$ cat src/inc/ssh_pkg.sv
// Constants, types and helpers of the screen switch block.
package ssh_pkg;

    // ****************************************************************
    // Timing
    // ****************************************************************
    localparam int          CLK_PERIOD_NS  = 25;
    localparam int          POLL_PERIOD_NS = 100000;
    localparam int          HOLD_PERIOD_NS = 10000;
    localparam logic [15:0] POLL_CYCLES    = 16'(POLL_PERIOD_NS / CLK_PERIOD_NS);
    localparam logic [15:0] HOLD_CYCLES    = 16'(HOLD_PERIOD_NS / CLK_PERIOD_NS);

    // ****************************************************************
    // Register map
    // ****************************************************************
    localparam logic [3:0] REG_CTRL        = 4'h0;
    localparam logic [3:0] REG_CTRL_BASE   = 4'h1;
    localparam logic [3:0] REG_NOTIFY_BASE = 4'h2;
    localparam logic [3:0] REG_POLL        = 4'h3;
    localparam logic [3:0] REG_HOLD        = 4'h4;
    localparam logic [3:0] REG_DISPLAY     = 4'h5;
    localparam logic [3:0] REG_LAST        = 4'h6;
    localparam logic [3:0] REG_IRQ_STAT    = 4'h7;
    localparam logic [3:0] REG_IRQ_MASK    = 4'h8;
    localparam logic [3:0] REG_GROUP0      = 4'h9;
    localparam logic [3:0] REG_STATE       = 4'hD;
    localparam int         GROUP_ENTRIES   = 4;

    // ****************************************************************
    // Fields and reset values
    // ****************************************************************
    localparam int          CTRL_EN_BIT       = 0;
    localparam int          STATE_STROBE_BIT  = 0;
    localparam int          STATE_GROUP_BIT   = 1;
    localparam int          STATE_BUSY_BIT    = 2;
    localparam logic [15:0] CTRL_BASE_RST     = 16'h0100;
    localparam logic [15:0] NOTIFY_BASE_RST   = 16'h0110;
    localparam logic [15:0] STATUS_WORD_OFS   = 16'h0002;
    localparam int          SWITCH_STROBE_BIT = 12;
    localparam int          IRQ_W             = 3;
    localparam int          IRQ_SWITCH        = 0;
    localparam int          IRQ_BADNUM        = 1;
    localparam int          IRQ_CLEARED       = 2;

    // ****************************************************************
    // Types
    // ****************************************************************
    typedef enum logic [2:0] {S_WAIT, S_READ, S_NOTIFY, S_HOLD, S_CLEAR} ssh_state_t;
    typedef enum logic {L_IDLE, L_BUSY} ssh_link_state_t;

    // True when all nibbles are decimal.
    function automatic logic sshBcdValid(input logic [15:0] v);
        logic ok;
        ok = 1'b1;
        for (int i = 0; i < 4; i++) begin
            if (v[4*i +: 4] > 4'h9) begin
                ok = 1'b0;
            end
        end
        return ok;
    endfunction

endpackage

$ cat src/inc/ssh_xfer_if.sv
// Carrier between the switch core and its link master.
`timescale 1ns/1ps
interface ssh_xfer_if;
    logic        req;
    logic        we;
    logic [15:0] addr;
    logic [15:0] dataA;
    logic [15:0] dataB;
    logic        done;
    logic [15:0] rdata;

    modport client (output req, output we, output addr, output dataA, output dataB,
                    input done, input rdata);
    modport agent  (input req, input we, input addr, input dataA, input dataB,
                    output done, output rdata);
endinterface

$ cat src/logic/ssh_link_master.sv
// Link master running one host memory transfer at a time.
`timescale 1ns/1ps
module ssh_link_master
    import ssh_pkg::*;
(
    input  wire logic        core_clk,
    input  wire logic        rst_n,
    ssh_xfer_if.agent        xfer,
    output logic             linkReq,
    output logic             linkWe,
    output logic [15:0]      linkAddr,
    output logic [15:0]      linkWdataA,
    output logic [15:0]      linkWdataB,
    input  wire logic        linkAck,
    input  wire logic [15:0] linkRdata
);

    typedef struct packed {
        ssh_link_state_t st;
        logic            req;
        logic            we;
        logic [15:0]     addr;
        logic [15:0]     dataA;
        logic [15:0]     dataB;
        logic            done;
        logic [15:0]     rdata;
    } ssh_link_t;

    ssh_link_t s;
    ssh_link_t next_s;

    // ****************************************************************
    // Transfer sequencing
    // ****************************************************************

    // Latched only when idle; the core waits for done first.
    always_comb begin
        next_s      = s;
        next_s.done = 1'b0;
        case (s.st)
            L_IDLE: begin
                if (xfer.req) begin
                    next_s.st    = L_BUSY;
                    next_s.req   = 1'b1;
                    next_s.we    = xfer.we;
                    next_s.addr  = xfer.addr;
                    next_s.dataA = xfer.dataA;
                    next_s.dataB = xfer.dataB;
                end
            end
            L_BUSY: begin
                if (linkAck) begin
                    next_s.st    = L_IDLE;
                    next_s.req   = 1'b0;
                    next_s.done  = 1'b1;
                    next_s.rdata = s.we ? s.rdata : linkRdata;
                end
            end
            default: begin
                next_s = '0;
            end
        endcase
    end

    // State register.
    always_ff @(posedge core_clk or negedge rst_n) begin
        if (!rst_n) begin
            s <= '0;
        end else begin
            s <= next_s;
        end
    end

    // Outputs straight from the flops.
    assign linkReq    = s.req;
    assign linkWe     = s.we;
    assign linkAddr   = s.addr;
    assign linkWdataA = s.dataA;
    assign linkWdataB = s.dataB;
    assign xfer.done  = s.done;
    assign xfer.rdata = s.rdata;

endmodule

$ cat src/logic/ssh_screen_switch.sv
// Screen switch core with its register port.
//
// The register addresses and the plain strobed port are this design's own decisions.
`timescale 1ns/1ps
// Contract
// Screen numbers in control and notify words are four-digit BCD.
// Displayed screen changes only when the control word value changes; the code also switches it on a touch press.
// Host writes zero first to reselect the same screen number.
// A controller-driven change also updates the notify word.
// Every change writes the new number and sets the switch strobe.
// The strobe returns to zero once the notification is delivered.
// A local touch-key change also updates notify word and raises strobe.
// A shown group reports its parent number in the notify word.
// A directly selected child screen is shown alone.
// Host reads the notify word whenever it sees the strobe set.
// Host copies the reported number into the control word on strobe rise.
// The first control-area word holds the requested screen number.
// Strobe set in the same update that writes the new number.
// Terminal polls the control word and compares with the last value.
module ssh_screen_switch
    import ssh_pkg::*;
(
    input  wire logic        core_clk,
    input  wire logic        arst_n,
    input  wire logic [3:0]  regAddr,
    input  wire logic [15:0] regWdata,
    input  wire logic        regWr,
    input  wire logic        regRd,
    output logic      [15:0] regRdata,
    input  wire logic        touchReq,
    input  wire logic [15:0] touchScreen,
    input  wire logic [15:0] touchParent,
    output logic      [15:0] dispScreen,
    output logic             dispGroup,
    output logic             irq,
    output logic             linkReq,
    output logic             linkWe,
    output logic      [15:0] linkAddr,
    output logic      [15:0] linkWdataA,
    output logic      [15:0] linkWdataB,
    input  wire logic        linkAck,
    input  wire logic [15:0] linkRdata
);

    // ****************************************************************
    // State
    // ****************************************************************
    typedef struct packed {
        ssh_state_t                        st;
        logic                              ctrlEn;
        logic [15:0]                       ctrlBase;
        logic [15:0]                       notifyBase;
        logic [15:0]                       pollPeriod;
        logic [15:0]                       holdPeriod;
        logic [15:0]                       pollTimer;
        logic [15:0]                       holdTimer;
        logic [15:0]                       lastSeen;
        logic [15:0]                       dispScreen;
        logic                              dispGroup;
        logic [15:0]                       notifyNum;
        logic                              strobe;
        logic [IRQ_W-1:0]                  irqStat;
        logic [IRQ_W-1:0]                  irqMask;
        logic [GROUP_ENTRIES-1:0][15:0]    group;
        logic                              touchPend;
        logic [15:0]                       touchNum;
        logic [15:0]                       touchPar;
        logic [15:0]                       regRdata;
        logic                              xReq;
        logic                              xWe;
        logic [15:0]                       xAddr;
        logic [15:0]                       xDataA;
        logic [15:0]                       xDataB;
    } ssh_core_t;

    localparam ssh_core_t CORE_RST = '{
        st:         S_WAIT,
        ctrlBase:   CTRL_BASE_RST,
        notifyBase: NOTIFY_BASE_RST,
        pollPeriod: POLL_CYCLES,
        holdPeriod: HOLD_CYCLES,
        pollTimer:  POLL_CYCLES,
        default:    '0
    };

    ssh_core_t        s;
    ssh_core_t        next_s;
    logic [1:0]       rstPipe;
    logic             rst_n;
    logic [IRQ_W-1:0] events;
    logic             isParent;

    ssh_xfer_if xfer ();

    // ****************************************************************
    // Reset release
    // ****************************************************************

    // Released through two flops so all core flops leave reset
    // on the same edge.
    always_ff @(posedge core_clk or negedge arst_n) begin
        if (!arst_n) begin
            rstPipe <= 2'h0;
        end else begin
            rstPipe <= {rstPipe[0], 1'b1};
        end
    end

    assign rst_n = rstPipe[1];

    // ****************************************************************
    // Group lookup
    // ****************************************************************

    // A control word names a group when it matches a parent
    // entry; zero entries never match.
    always_comb begin
        isParent = 1'b0;
        for (int i = 0; i < GROUP_ENTRIES; i++) begin
            if (s.group[i] != 16'h0000 && s.group[i] == xfer.rdata) begin
                isParent = 1'b1;
            end
        end
    end

    // ****************************************************************
    // Next state
    // ****************************************************************

    // Whole next state in one process.
    // Covers sequencer, registers, touch and interrupts.
    always_comb begin
        next_s          = s;
        next_s.xReq     = 1'b0;
        next_s.regRdata = 16'h0000;
        events          = '0;

        // The poll timer runs in every state so the rate
        // does not drift with notifications.
        if (s.pollTimer != 16'h0000) begin
            next_s.pollTimer = s.pollTimer - 16'h0001;
        end
        if (s.holdTimer != 16'h0000) begin
            next_s.holdTimer = s.holdTimer - 16'h0001;
        end

        case (s.st)
            S_WAIT: begin
                if (s.touchPend) begin
                    // Local key switch; a host copy-back is no change.
                    next_s.touchPend  = 1'b0;
                    next_s.dispScreen = s.touchNum;
                    next_s.dispGroup  = s.touchPar != 16'h0000;
                    next_s.notifyNum  = (s.touchPar != 16'h0000) ? s.touchPar : s.touchNum;
                    next_s.lastSeen   = next_s.notifyNum;
                    next_s.xReq       = 1'b1;
                    next_s.xWe        = 1'b1;
                    next_s.xAddr      = s.notifyBase;
                    next_s.xDataA     = next_s.notifyNum;
                    next_s.xDataB     = 16'h0001 << SWITCH_STROBE_BIT;
                    next_s.strobe     = 1'b1;
                    events[IRQ_SWITCH] = 1'b1;
                    next_s.st         = S_NOTIFY;
                end else if (s.ctrlEn && s.pollTimer == 16'h0000) begin
                    // Fetch the control word.
                    next_s.xReq      = 1'b1;
                    next_s.xWe       = 1'b0;
                    next_s.xAddr     = s.ctrlBase;
                    next_s.pollTimer = s.pollPeriod;
                    next_s.st        = S_READ;
                end
            end
            S_READ: begin
                if (xfer.done) begin
                    next_s.st = S_WAIT;
                    if (xfer.rdata != s.lastSeen) begin
                        next_s.lastSeen = xfer.rdata;
                        if (xfer.rdata == 16'h0000) begin
                            // Zero only arms a reselection.
                            next_s.lastSeen = 16'h0000;
                        end else if (!sshBcdValid(xfer.rdata)) begin
                            events[IRQ_BADNUM] = 1'b1;
                        end else begin
                            // A parent shows its group.
                            next_s.dispScreen = xfer.rdata;
                            next_s.dispGroup  = isParent;
                            next_s.notifyNum  = xfer.rdata;
                            next_s.xReq       = 1'b1;
                            next_s.xWe        = 1'b1;
                            next_s.xAddr      = s.notifyBase;
                            next_s.xDataA     = xfer.rdata;
                            next_s.xDataB     = 16'h0001 << SWITCH_STROBE_BIT;
                            next_s.strobe     = 1'b1;
                            events[IRQ_SWITCH] = 1'b1;
                            next_s.st         = S_NOTIFY;
                        end
                    end
                end
            end
            S_NOTIFY: begin
                // Give the host time to poll the strobe.
                if (xfer.done) begin
                    next_s.holdTimer = s.holdPeriod;
                    next_s.st        = S_HOLD;
                end
            end
            S_HOLD: begin
                if (s.holdTimer == 16'h0000) begin
                    next_s.xReq   = 1'b1;
                    next_s.xWe    = 1'b1;
                    next_s.xAddr  = s.notifyBase;
                    next_s.xDataA = s.notifyNum;
                    next_s.xDataB = 16'h0000;
                    next_s.st     = S_CLEAR;
                end
            end
            S_CLEAR: begin
                if (xfer.done) begin
                    next_s.strobe       = 1'b0;
                    events[IRQ_CLEARED] = 1'b1;
                    next_s.st           = S_WAIT;
                end
            end
            default: begin
                next_s.st = S_WAIT;
            end
        endcase

        // Touch requests latch at any time; a newer press
        // replaces a waiting one.
        if (touchReq) begin
            if (sshBcdValid(touchScreen) && sshBcdValid(touchParent)) begin
                next_s.touchPend = 1'b1;
                next_s.touchNum  = touchScreen;
                next_s.touchPar  = touchParent;
            end else begin
                events[IRQ_BADNUM] = 1'b1;
            end
        end

        // Register writes.
        if (regWr) begin
            case (regAddr)
                REG_CTRL:        next_s.ctrlEn     = regWdata[CTRL_EN_BIT];
                REG_CTRL_BASE:   next_s.ctrlBase   = regWdata;
                REG_NOTIFY_BASE: next_s.notifyBase = regWdata;
                REG_POLL:        next_s.pollPeriod = regWdata;
                REG_HOLD:        next_s.holdPeriod = regWdata;
                REG_IRQ_STAT:    next_s.irqStat    = s.irqStat & ~regWdata[IRQ_W-1:0];
                REG_IRQ_MASK:    next_s.irqMask    = regWdata[IRQ_W-1:0];
                default: begin
                    for (int i = 0; i < GROUP_ENTRIES; i++) begin
                        if (regAddr == REG_GROUP0 + 4'(i)) begin
                            next_s.group[i] = regWdata;
                        end
                    end
                end
            endcase
        end

        // Events are merged after the write-one-to-clear, so a set wins.
        next_s.irqStat = next_s.irqStat | events;

        // Register reads; unmapped words read as zero.
        if (regRd) begin
            case (regAddr)
                REG_CTRL:        next_s.regRdata = 16'(s.ctrlEn);
                REG_CTRL_BASE:   next_s.regRdata = s.ctrlBase;
                REG_NOTIFY_BASE: next_s.regRdata = s.notifyBase;
                REG_POLL:        next_s.regRdata = s.pollPeriod;
                REG_HOLD:        next_s.regRdata = s.holdPeriod;
                REG_DISPLAY:     next_s.regRdata = s.dispScreen;
                REG_LAST:        next_s.regRdata = s.lastSeen;
                REG_IRQ_STAT:    next_s.regRdata = 16'(s.irqStat);
                REG_IRQ_MASK:    next_s.regRdata = 16'(s.irqMask);
                REG_STATE: begin
                    next_s.regRdata[STATE_STROBE_BIT] = s.strobe;
                    next_s.regRdata[STATE_GROUP_BIT]  = s.dispGroup;
                    next_s.regRdata[STATE_BUSY_BIT]   = s.st != S_WAIT;
                end
                default: begin
                    for (int i = 0; i < GROUP_ENTRIES; i++) begin
                        if (regAddr == REG_GROUP0 + 4'(i)) begin
                            next_s.regRdata = s.group[i];
                        end
                    end
                end
            endcase
        end
    end

    // ****************************************************************
    // State register
    // ****************************************************************

    // Core state register.
    always_ff @(posedge core_clk or negedge rst_n) begin
        if (!rst_n) begin
            s <= CORE_RST;
        end else begin
            s <= next_s;
        end
    end

    // ****************************************************************
    // Link master and outputs
    // ****************************************************************

    // Link requests come from flops.
    assign xfer.req   = s.xReq;
    assign xfer.we    = s.xWe;
    assign xfer.addr  = s.xAddr;
    assign xfer.dataA = s.xDataA;
    assign xfer.dataB = s.xDataB;

    ssh_link_master uLink (
        .core_clk   (core_clk),
        .rst_n      (rst_n),
        .xfer       (xfer.agent),
        .linkReq    (linkReq),
        .linkWe     (linkWe),
        .linkAddr   (linkAddr),
        .linkWdataA (linkWdataA),
        .linkWdataB (linkWdataB),
        .linkAck    (linkAck),
        .linkRdata  (linkRdata)
    );

    // Level interrupt while any unmasked sticky bit is set.
    assign irq        = |(s.irqStat & s.irqMask);
    assign regRdata   = s.regRdata;
    assign dispScreen = s.dispScreen;
    assign dispGroup  = s.dispGroup;

endmodule

$ cat config.mk
export PLATFORM = sky130hd
export DESIGN_NAME = ssh_screen_switch
export DESIGN_NICKNAME = d
export VERILOG_FILES = /design/src/inc/ssh_pkg.sv /design/src/inc/ssh_xfer_if.sv /design/src/logic/ssh_link_master.sv /design/src/logic/ssh_screen_switch.sv
export SDC_FILE = /design/constraint.sdc
export NUM_CORES = 1
export LEC_CHECK = 0
export ABC_AREA = 1
export BUFFER_PORTS_ARGS = -buffer_cell sky130_fd_sc_hd__buf_2
export CAP_MARGIN = 10
export CORE_UTILIZATION = 43
export CTS_CLUSTER_DIAMETER = 50
export DETAILED_ROUTE_END_ITERATION = 12
export GPL_ROUTABILITY_DRIVEN = 0
export SLEW_MARGIN = 5
export SYNTH_ARGS = -nofsm -noshare
export SYNTH_HDL_FRONTEND = slang
export SYNTH_SLANG_ARGS = --single-unit
$ cat constraint.sdc
create_clock -name core_clk -period 10.6 [get_ports core_clk]
set_clock_uncertainty 0.15 [all_clocks]
set_input_delay 0.53 -clock core_clk [delete_from_list [all_inputs] [get_ports core_clk]]
set_output_delay 0.53 -clock core_clk [all_outputs]
set_load 0.01 [all_outputs]
==> impl_results.md, run 1 <==
- Sequential element share of the synthesized area: 47.5%
- CP arrival: 3.32 ns
- Fin Setup TNS: 0 ns
- Post-placement cell area: 19400 um^2
- Final min period: 2.96 ns
- Hold WS: 0.0253 ns
- CTS root buf: clkbuf_16
- Routed wire length per instance: 21.0 um
- Pin count of the biggest net entering global routing: 80
- Fillers: 4299
- Initial DRC count: 1895
- Drt total wl: 64.4 mm
- Synth top area cells: dfrtp_1, nand2_1, o21ai_0
- Crit. End Element: register
- Power density relative to cell area: 279 nW/um^2
- EDFF count, synth: 0
- Synth cell types: 54
- Clock Latency Late Sink: 0.57 ns
- Share of the synthesized area in the top cell type: 45.0%
- Critical-path maximum fanout: 55
- Ys flop type: dfrtp_1
- Final-report max-slew violation count: 0
- Setup violators final: 0
- Worst min path class: in -> reg
- RSZ-0062 raised after global routing: false
- Synthesis-to-layout area growth: 9.88%
- Ratio of cells with drive above 1 in the final layout: 13.5%
- DRT antenna net count: 0
- Pre-Repair DR Iteration Count: 6
- Max cap viols: 0
- Most frequent cells in the layout: nand2_1, dfrtp_1, o21ai_0, inv_1, nor2_1
- Least-Margin Pin Slew: 1.12 ns
- Commonest non-fill, non-tap cell in the layout: nand2_1
- Status: finished, final reports clean
- Vias in the first global route: 16100
- Die W: 212 um
- Clock Pin Slew Worst Setup and Hold Paths: 0.06 ns
- CTS H-tree lvls: 2
- Port bufs: 142
- Area occupied by multi-input gates: 8010 um^2
- Worst Path Class, Setup: reg -> reg
- CP startpoint kind: register
- FP Rows: 76
- Initial antenna violation count: 4
- LEAKAGE: 10.2 nW
- Yosys reg bits: 359
- Mean Syn Cell Area: 7.83 um^2
- Fin. Hold Viols: 0
- Warnings from Yosys: 0
- CORE AREA: 43300 um^2
- Design area: 20800 um^2
- Synthesized instance count: 2423
- Die Area: 45000 um^2
- Fmax achieved: 338 MHz
- Starting Density: 43.8%
- Gr usage total: 29.2%
- Final period util: 27.9%
- Storage cell area: 9010 um^2
- Final HPWL DP: 47.2 mm
- Io pins: 158
- Worst EP required: 10.96 ns
- CTS tree: built
- Async SR Flop Fraction: 100%
- Peak supply drop: 0.123 mV
- First-pass GRT wire length: 97.4 mm
- Final core occ: 48.2%
- Nets: 2525
- Die height: 212 um
- Vias per cell: 5.51
- Worst slew margin: 24.9%
- Cell taking the most area after synthesis: dfrtp_1
- DR vias: 16900
- CTS Sinks: 359
- Clock buffer depth: 3
- Remaining DRCs: 0
- Mapped Area: 19000 um^2
- Num CTS Buffers: 44
- Grt ovf: 0
[metrics by stage]
stage	worst slack (ns)	total power, mW	instances
final	7.64	5.81	3070
after global routing	7.23	6.12	3069
after CTS	7.51	5.77	3067
after detailed placement	7.48	4.25	2984
after global placement	7.54	4.23	2984
after floorplan	4.60	3.65	2437
[cells in the mapped netlist, drive strengths merged (2+ instances only)]
| library cell | number |
|---|---|
| a21oi | 71 |
| nand4 | 58 |
| nand3b | 3 |
| nand2 | 758 |
| buf | 138 |
| xnor2 | 40 |
| nor4 | 4 |
| mux2 | 32 |
| xor2 | 15 |
| o22ai | 30 |
| o21ai | 284 |
| a31oi | 8 |
| nor2 | 195 |
| o211ai | 5 |
| or2 | 7 |
| conb | 2 |
| o221ai | 2 |
| ha | 3 |
| dfstp | 18 |
| a211oi | 6 |
| o2111ai | 4 |
| dfrtp | 341 |
| clkbuf | 49 |
| o31ai | 5 |
| nor3 | 11 |
| inv | 220 |
| nand3 | 106 |
[repair_timing]
item / in CTS / in global routing
endpoints found under the hold margin: 4 / 0
gates resized for setup: 0 / 0
hold buffers: 3 / 0
setup buffers: 0 / 0
[path summary, 6_finish.rpt]
check	cells past startpoint	from	endpoint	slack (ns)
min	3	touchScreen[3]	s[85]$_DFFE_PN0P_	0.03
min in group asynchronous	2	arst_n	rstPipe[1]$_DFF_PN0_	0.13
max in group asynchronous	2	rstPipe[1]$_DFF_PN0_	s[84]$_DFFE_PN0P_	7.68
min reg2reg	0	rstPipe[0]$_DFF_PN0_	rstPipe[1]$_DFF_PN0_	0.20
max	9	s[318]$_DFFE_PN0P_	xfer.addr[9]$_DFFE_PN0P_	7.64
max reg2reg	9	s[318]$_DFFE_PN0P_	xfer.addr[9]$_DFFE_PN0P_	7.64
[cells by family after synthesis]
kind of cell / count (synthesis) / share of synthesized area [%]
XOR/XNOR: 55 / 2.54
buffers and inverters: 408 / 10.6
flip-flops: 359 / 47.5
adder cells (fa/ha/maj): 3 / 0.198
multiplexers: 32 / 1.90
AND/OR/NAND/NOR: 1145 / 25.5
AO/OA/AOI/OAI: 419 / 11.7
other: 2 / 0.0396
[layout make-up]
cell class / instances / share of cell area [%]
Multi-Input combinational cell: 1670 / 38.4
Tap cell: 585 / 3.51
Timing Repair Buffer: 152 / 3.81
Inverter: 221 / 4.02
Antenna cell: 3 / 0.0360
Sequential cell: 359 / 43.2
Clock buffer: 56 / 5.84
Clock inverter: 24 / 1.14
[critical path: stages, from the launching register on]
cell and delay, ns:
dfrtp_1 0.44, nor2_2 0.22, inv_4 0.11, nor2_8 0.61, inv_2 0.40, nor2_2 0.33
nand3_2 0.18, nand2_4 0.24, nand2_1 0.09, nand3_1 0.09
[power by group]
part / internal, mW / switching, mW / total [mW]
registers: 1.80 / 0.479 / 2.28
logic: 0.628 / 1.39 / 2.02
clock network: 0.894 / 0.614 / 1.51
[sequential cells by signal, summed over array words and instances, names as in the netlist]
signal and flops:
dispGroup 1, dispScreen 16, regRdata 16, rstPipe 2, s 236, uLink.linkAddr 16, uLink.linkReq 1, uLink.linkWdataA 16
uLink.linkWdataB 1, uLink.linkWe 1, uLink.s 1, uLink.xfer.done 1, uLink.xfer.rdata 16, xfer.addr 16, xfer.dataA 16, xfer.dataB 1
xfer.req 1, xfer.we 1
[metal layers]
metal	GRT usage [%]	vias to the layer above	routed length (um)
li1	-	7779	-
met1	39.5	8070	26300
met2	44.5	879	28700
met3	5.64	188	6220
met4	14.8	0	3250
met5	0	-	0
(Power assumes the default switching activity.)
==> run 2, diff against run 1 <==
ABC_AREA = 0   (was 1)
clock period = 3 ns   (was 10.6 ns; I/O delays follow)
==> impl_results.md, run 2 <==
- Die height: 205 um (-3.5%)
- Initial DRC count: 1357 (-28%)
- Share of the synthesized area in the top cell type: 48.3% (+3.4 points)
- Grt ovf: 0 (unchanged)
- Max cap viols: 0 (unchanged)
- Synthesis-to-layout area growth: 17.7%
- Sequential element share of the synthesized area: 51.0% (+3.6 points)
- Starting Density: 44.0% (+0.17 points)
- Fin. Hold Viols: 0 (unchanged)
- Pre-Repair DR Iteration Count: 7 (+1)
- Finished Layout Cells: 2220 (-28%)
- Synth cell types: 63 (+17%)
- Nets: 1738 (-31%)
- Setup violators final: 0 (unchanged)
- Mapped Area: 17600 um^2 (-7.0%)
- Peak supply drop: 0.575 mV (+370%)
- Fmax achieved: 344 MHz (+1.9%)
- Hold WS: 0.0316 ns (+0.00632 ns)
- Mean Syn Cell Area: 11.8 um^2 (+50%)
- Yosys reg bits: 359 (unchanged)
- Power density relative to cell area: 896 nW/um^2 (+220%)
- Final min period: 2.91 ns (-0.0556 ns)
- Ratio of cells with drive above 1 in the final layout: 33.2% (+20 points)
- First-pass GRT wire length: 84.2 mm (-14%)
- Commonest non-fill, non-tap cell in the layout: dfrtp_1
- Drt total wl: 55.3 mm (-14%)
- Warnings from Yosys: 0 (unchanged)
- CORE AREA: 40100 um^2 (-7.3%)
- Crit. End Element: register
- Worst Path Class, Setup: reg -> reg
- CTS tree: built
- PostCTS Resize Cnt: 0 (unchanged)
- Port bufs: 142 (unchanged)
- Vias in the first global route: 13200 (-17%)
- Die Area: 41900 um^2 (-6.9%)
- Clock Pin Slew Worst Setup and Hold Paths: 0.06 ns (about the same)
- Num CTS Buffers: 44 (unchanged)
- CTS H-tree lvls: 2 (unchanged)
- EDFF count, synth: 0 (unchanged)
- Fin Setup TNS: 0 ns (unchanged)
- CTS Sinks: 359 (unchanged)
- Largest Register: s
- Ys flop type: dfrtp_1
- Post-CTS Setup Bufs: 0 (unchanged)
- DR vias: 13100 (-23%)
- Die W: 205 um (-3.5%)
- Synth cell count leaders: dfrtp_1, mux2_2, buf_4
- Clock buffer depth: 3 (unchanged)
- Remaining DRCs: 0 (unchanged)
- Final-report max-slew violation count: 0 (unchanged)
- Worst min path class: in -> reg
- Io pins: 158 (unchanged)
- CP startpoint kind: register
- Placed insts: 2068 (-31%)
- Synthesized instance count: 1501 (-38%)
- CP arrival: 3.19 ns (-0.13 ns)
- Worst EP required: 3.28 ns (-7.68 ns)
- Least-Margin Pin Slew: 1.03 ns (-0.0963 ns)
- Gr usage total: 26.9% (-2.2 points)
- Status: finished, final reports clean
- RSZ-0062 raised after global routing: false
- Vias per cell: 5.90 (+7.1%)
- Top-count cell post-synth: dfrtp_1
- DRT antenna net count: 0 (unchanged)
- Pin count of the biggest net entering global routing: 87 (+8.8%)
- FP Rows: 73 (-3.9%)
- CTS root buf: clkbuf_16
- Cell taking the most area after synthesis: dfrtp_1
- N_diodes: 0 (-3)
- Post-CTS Hold Fix Bufs: 72 (+69)
- Async SR Flop Fraction: 100% (unchanged)
- Final core occ: 51.8% (+3.6 points)
- Most frequent cells in the layout: dfrtp_1, mux2_2, buf_2, nand2_1, xnor2_1
- Initial antenna violation count: 1 (-3)
- Clock Latency Late Sink: 0.56 ns (about the same)
- Final HPWL DP: 39.9 mm (-16%)
- Final period util: 96.9% (+69 points)
- Worst slew margin: 31.6% (+6.7 points)
- Critical-path maximum fanout: 16 (-71%)
- Max FFs per register: 236 (unchanged)
- Routed wire length per instance: 24.9 um (+19%)
- LEAKAGE: 9.14 nW (-10%)
- Synth top area cells: dfrtp_1, mux2_2, buf_4
[run 2: cell count changes after synthesis, moves of 30 or more]
cell and delta:
nand2_1 -657, mux2_2 +207, o21ai_0 -204, inv_1 -190, nor2_1 -112, nand3_1 -92
xnor2_1 +39, nor4_1 +35, nand4_1 -30
[run 2: where the power goes]
group / switching (mW) / internal (mW) / total, mW
Combinational: 2.58 / 2.50 / 5.07
Sequential: 1.73 / 6.27 / 8.00
Clock: 2.18 / 3.37 / 5.55
[run 2: cell type report]
class                   instances  area, um^2
fillers                      3514       19300
clock buffers                  57        1240
multi-input cells             973        7600
well taps                     525         657
flip-flops and latches        359        9010
inverters                      12        45.0
repair buffers                271        1950
clock inverters                23         279
[run 2: metrics by stage]
step	setup slack, ns	area, um^2	power [mW]
2_1_floorplan	-0.683	17700	11.2
3_3_place_gp	0.190	18500	12.8
3_5_place_dp	0.144	18500	12.9
4_1_cts	0.128	20800	18.6
5_1_grt	0.0507	20800	19.5
6_report	0.0939	20800	18.6
[run 2: layer usage]
layer	wire length, um	up-vias	GRT usage, %
met1	24500	6735	37.9
met4	1300	0	7.68
met3	3720	94	4.17
met5	0	-	0
li1	-	5731	-
met2	25900	543	42.9
[run 2: kinds of logic after synthesis]
logic type / Yosys count / synth area share (%)
xor gates and xnor gates: 100 / 4.96
buffers and inverters: 183 / 6.25
AOI/OAI and AO/OA: 253 / 10.6
adders and majority gates: 3 / 0.213
DFF: 359 / 51.0
and+or+nand+nor: 324 / 9.46
muxes: 277 / 17.5
other: 2 / 0.0426
[run 2: path summary, 6_finish.rpt]
kind / start / to / slack [ns] / cells past startpoint
max in group asynchronous: rstPipe[1]$_DFF_PN0_ / s[307]$_DFFE_PN1P_ / 1.66 / 1
min: touchReq / s[98]$_DFF_PN0_ / 0.03 / 3
min reg2reg: rstPipe[1]$_DFF_PN0_ / uLink.xfer.rdata[1]$_DFFE_PN0P_ / 0.16 / 0
max reg2reg: s[214]$_DFFE_PN0P_ / xfer.addr[11]$_DFFE_PN0P_ / 0.09 / 7
max: s[214]$_DFFE_PN0P_ / xfer.addr[11]$_DFFE_PN0P_ / 0.09 / 7
min in group asynchronous: rstPipe[1]$_DFF_PN0_ / uLink.xfer.rdata[1]$_DFFE_PN0P_ / 0.16 / 0
[run 2: critical path: stages, from the launching register on]
cell,delay [ns]
dfrtp_1,0.44
xor2_1,0.17
nor4_1,0.55
a41o_2,0.37
o21ba_4,0.23
nand2_2,0.29
buf_12,0.27
a221o_1,0.30
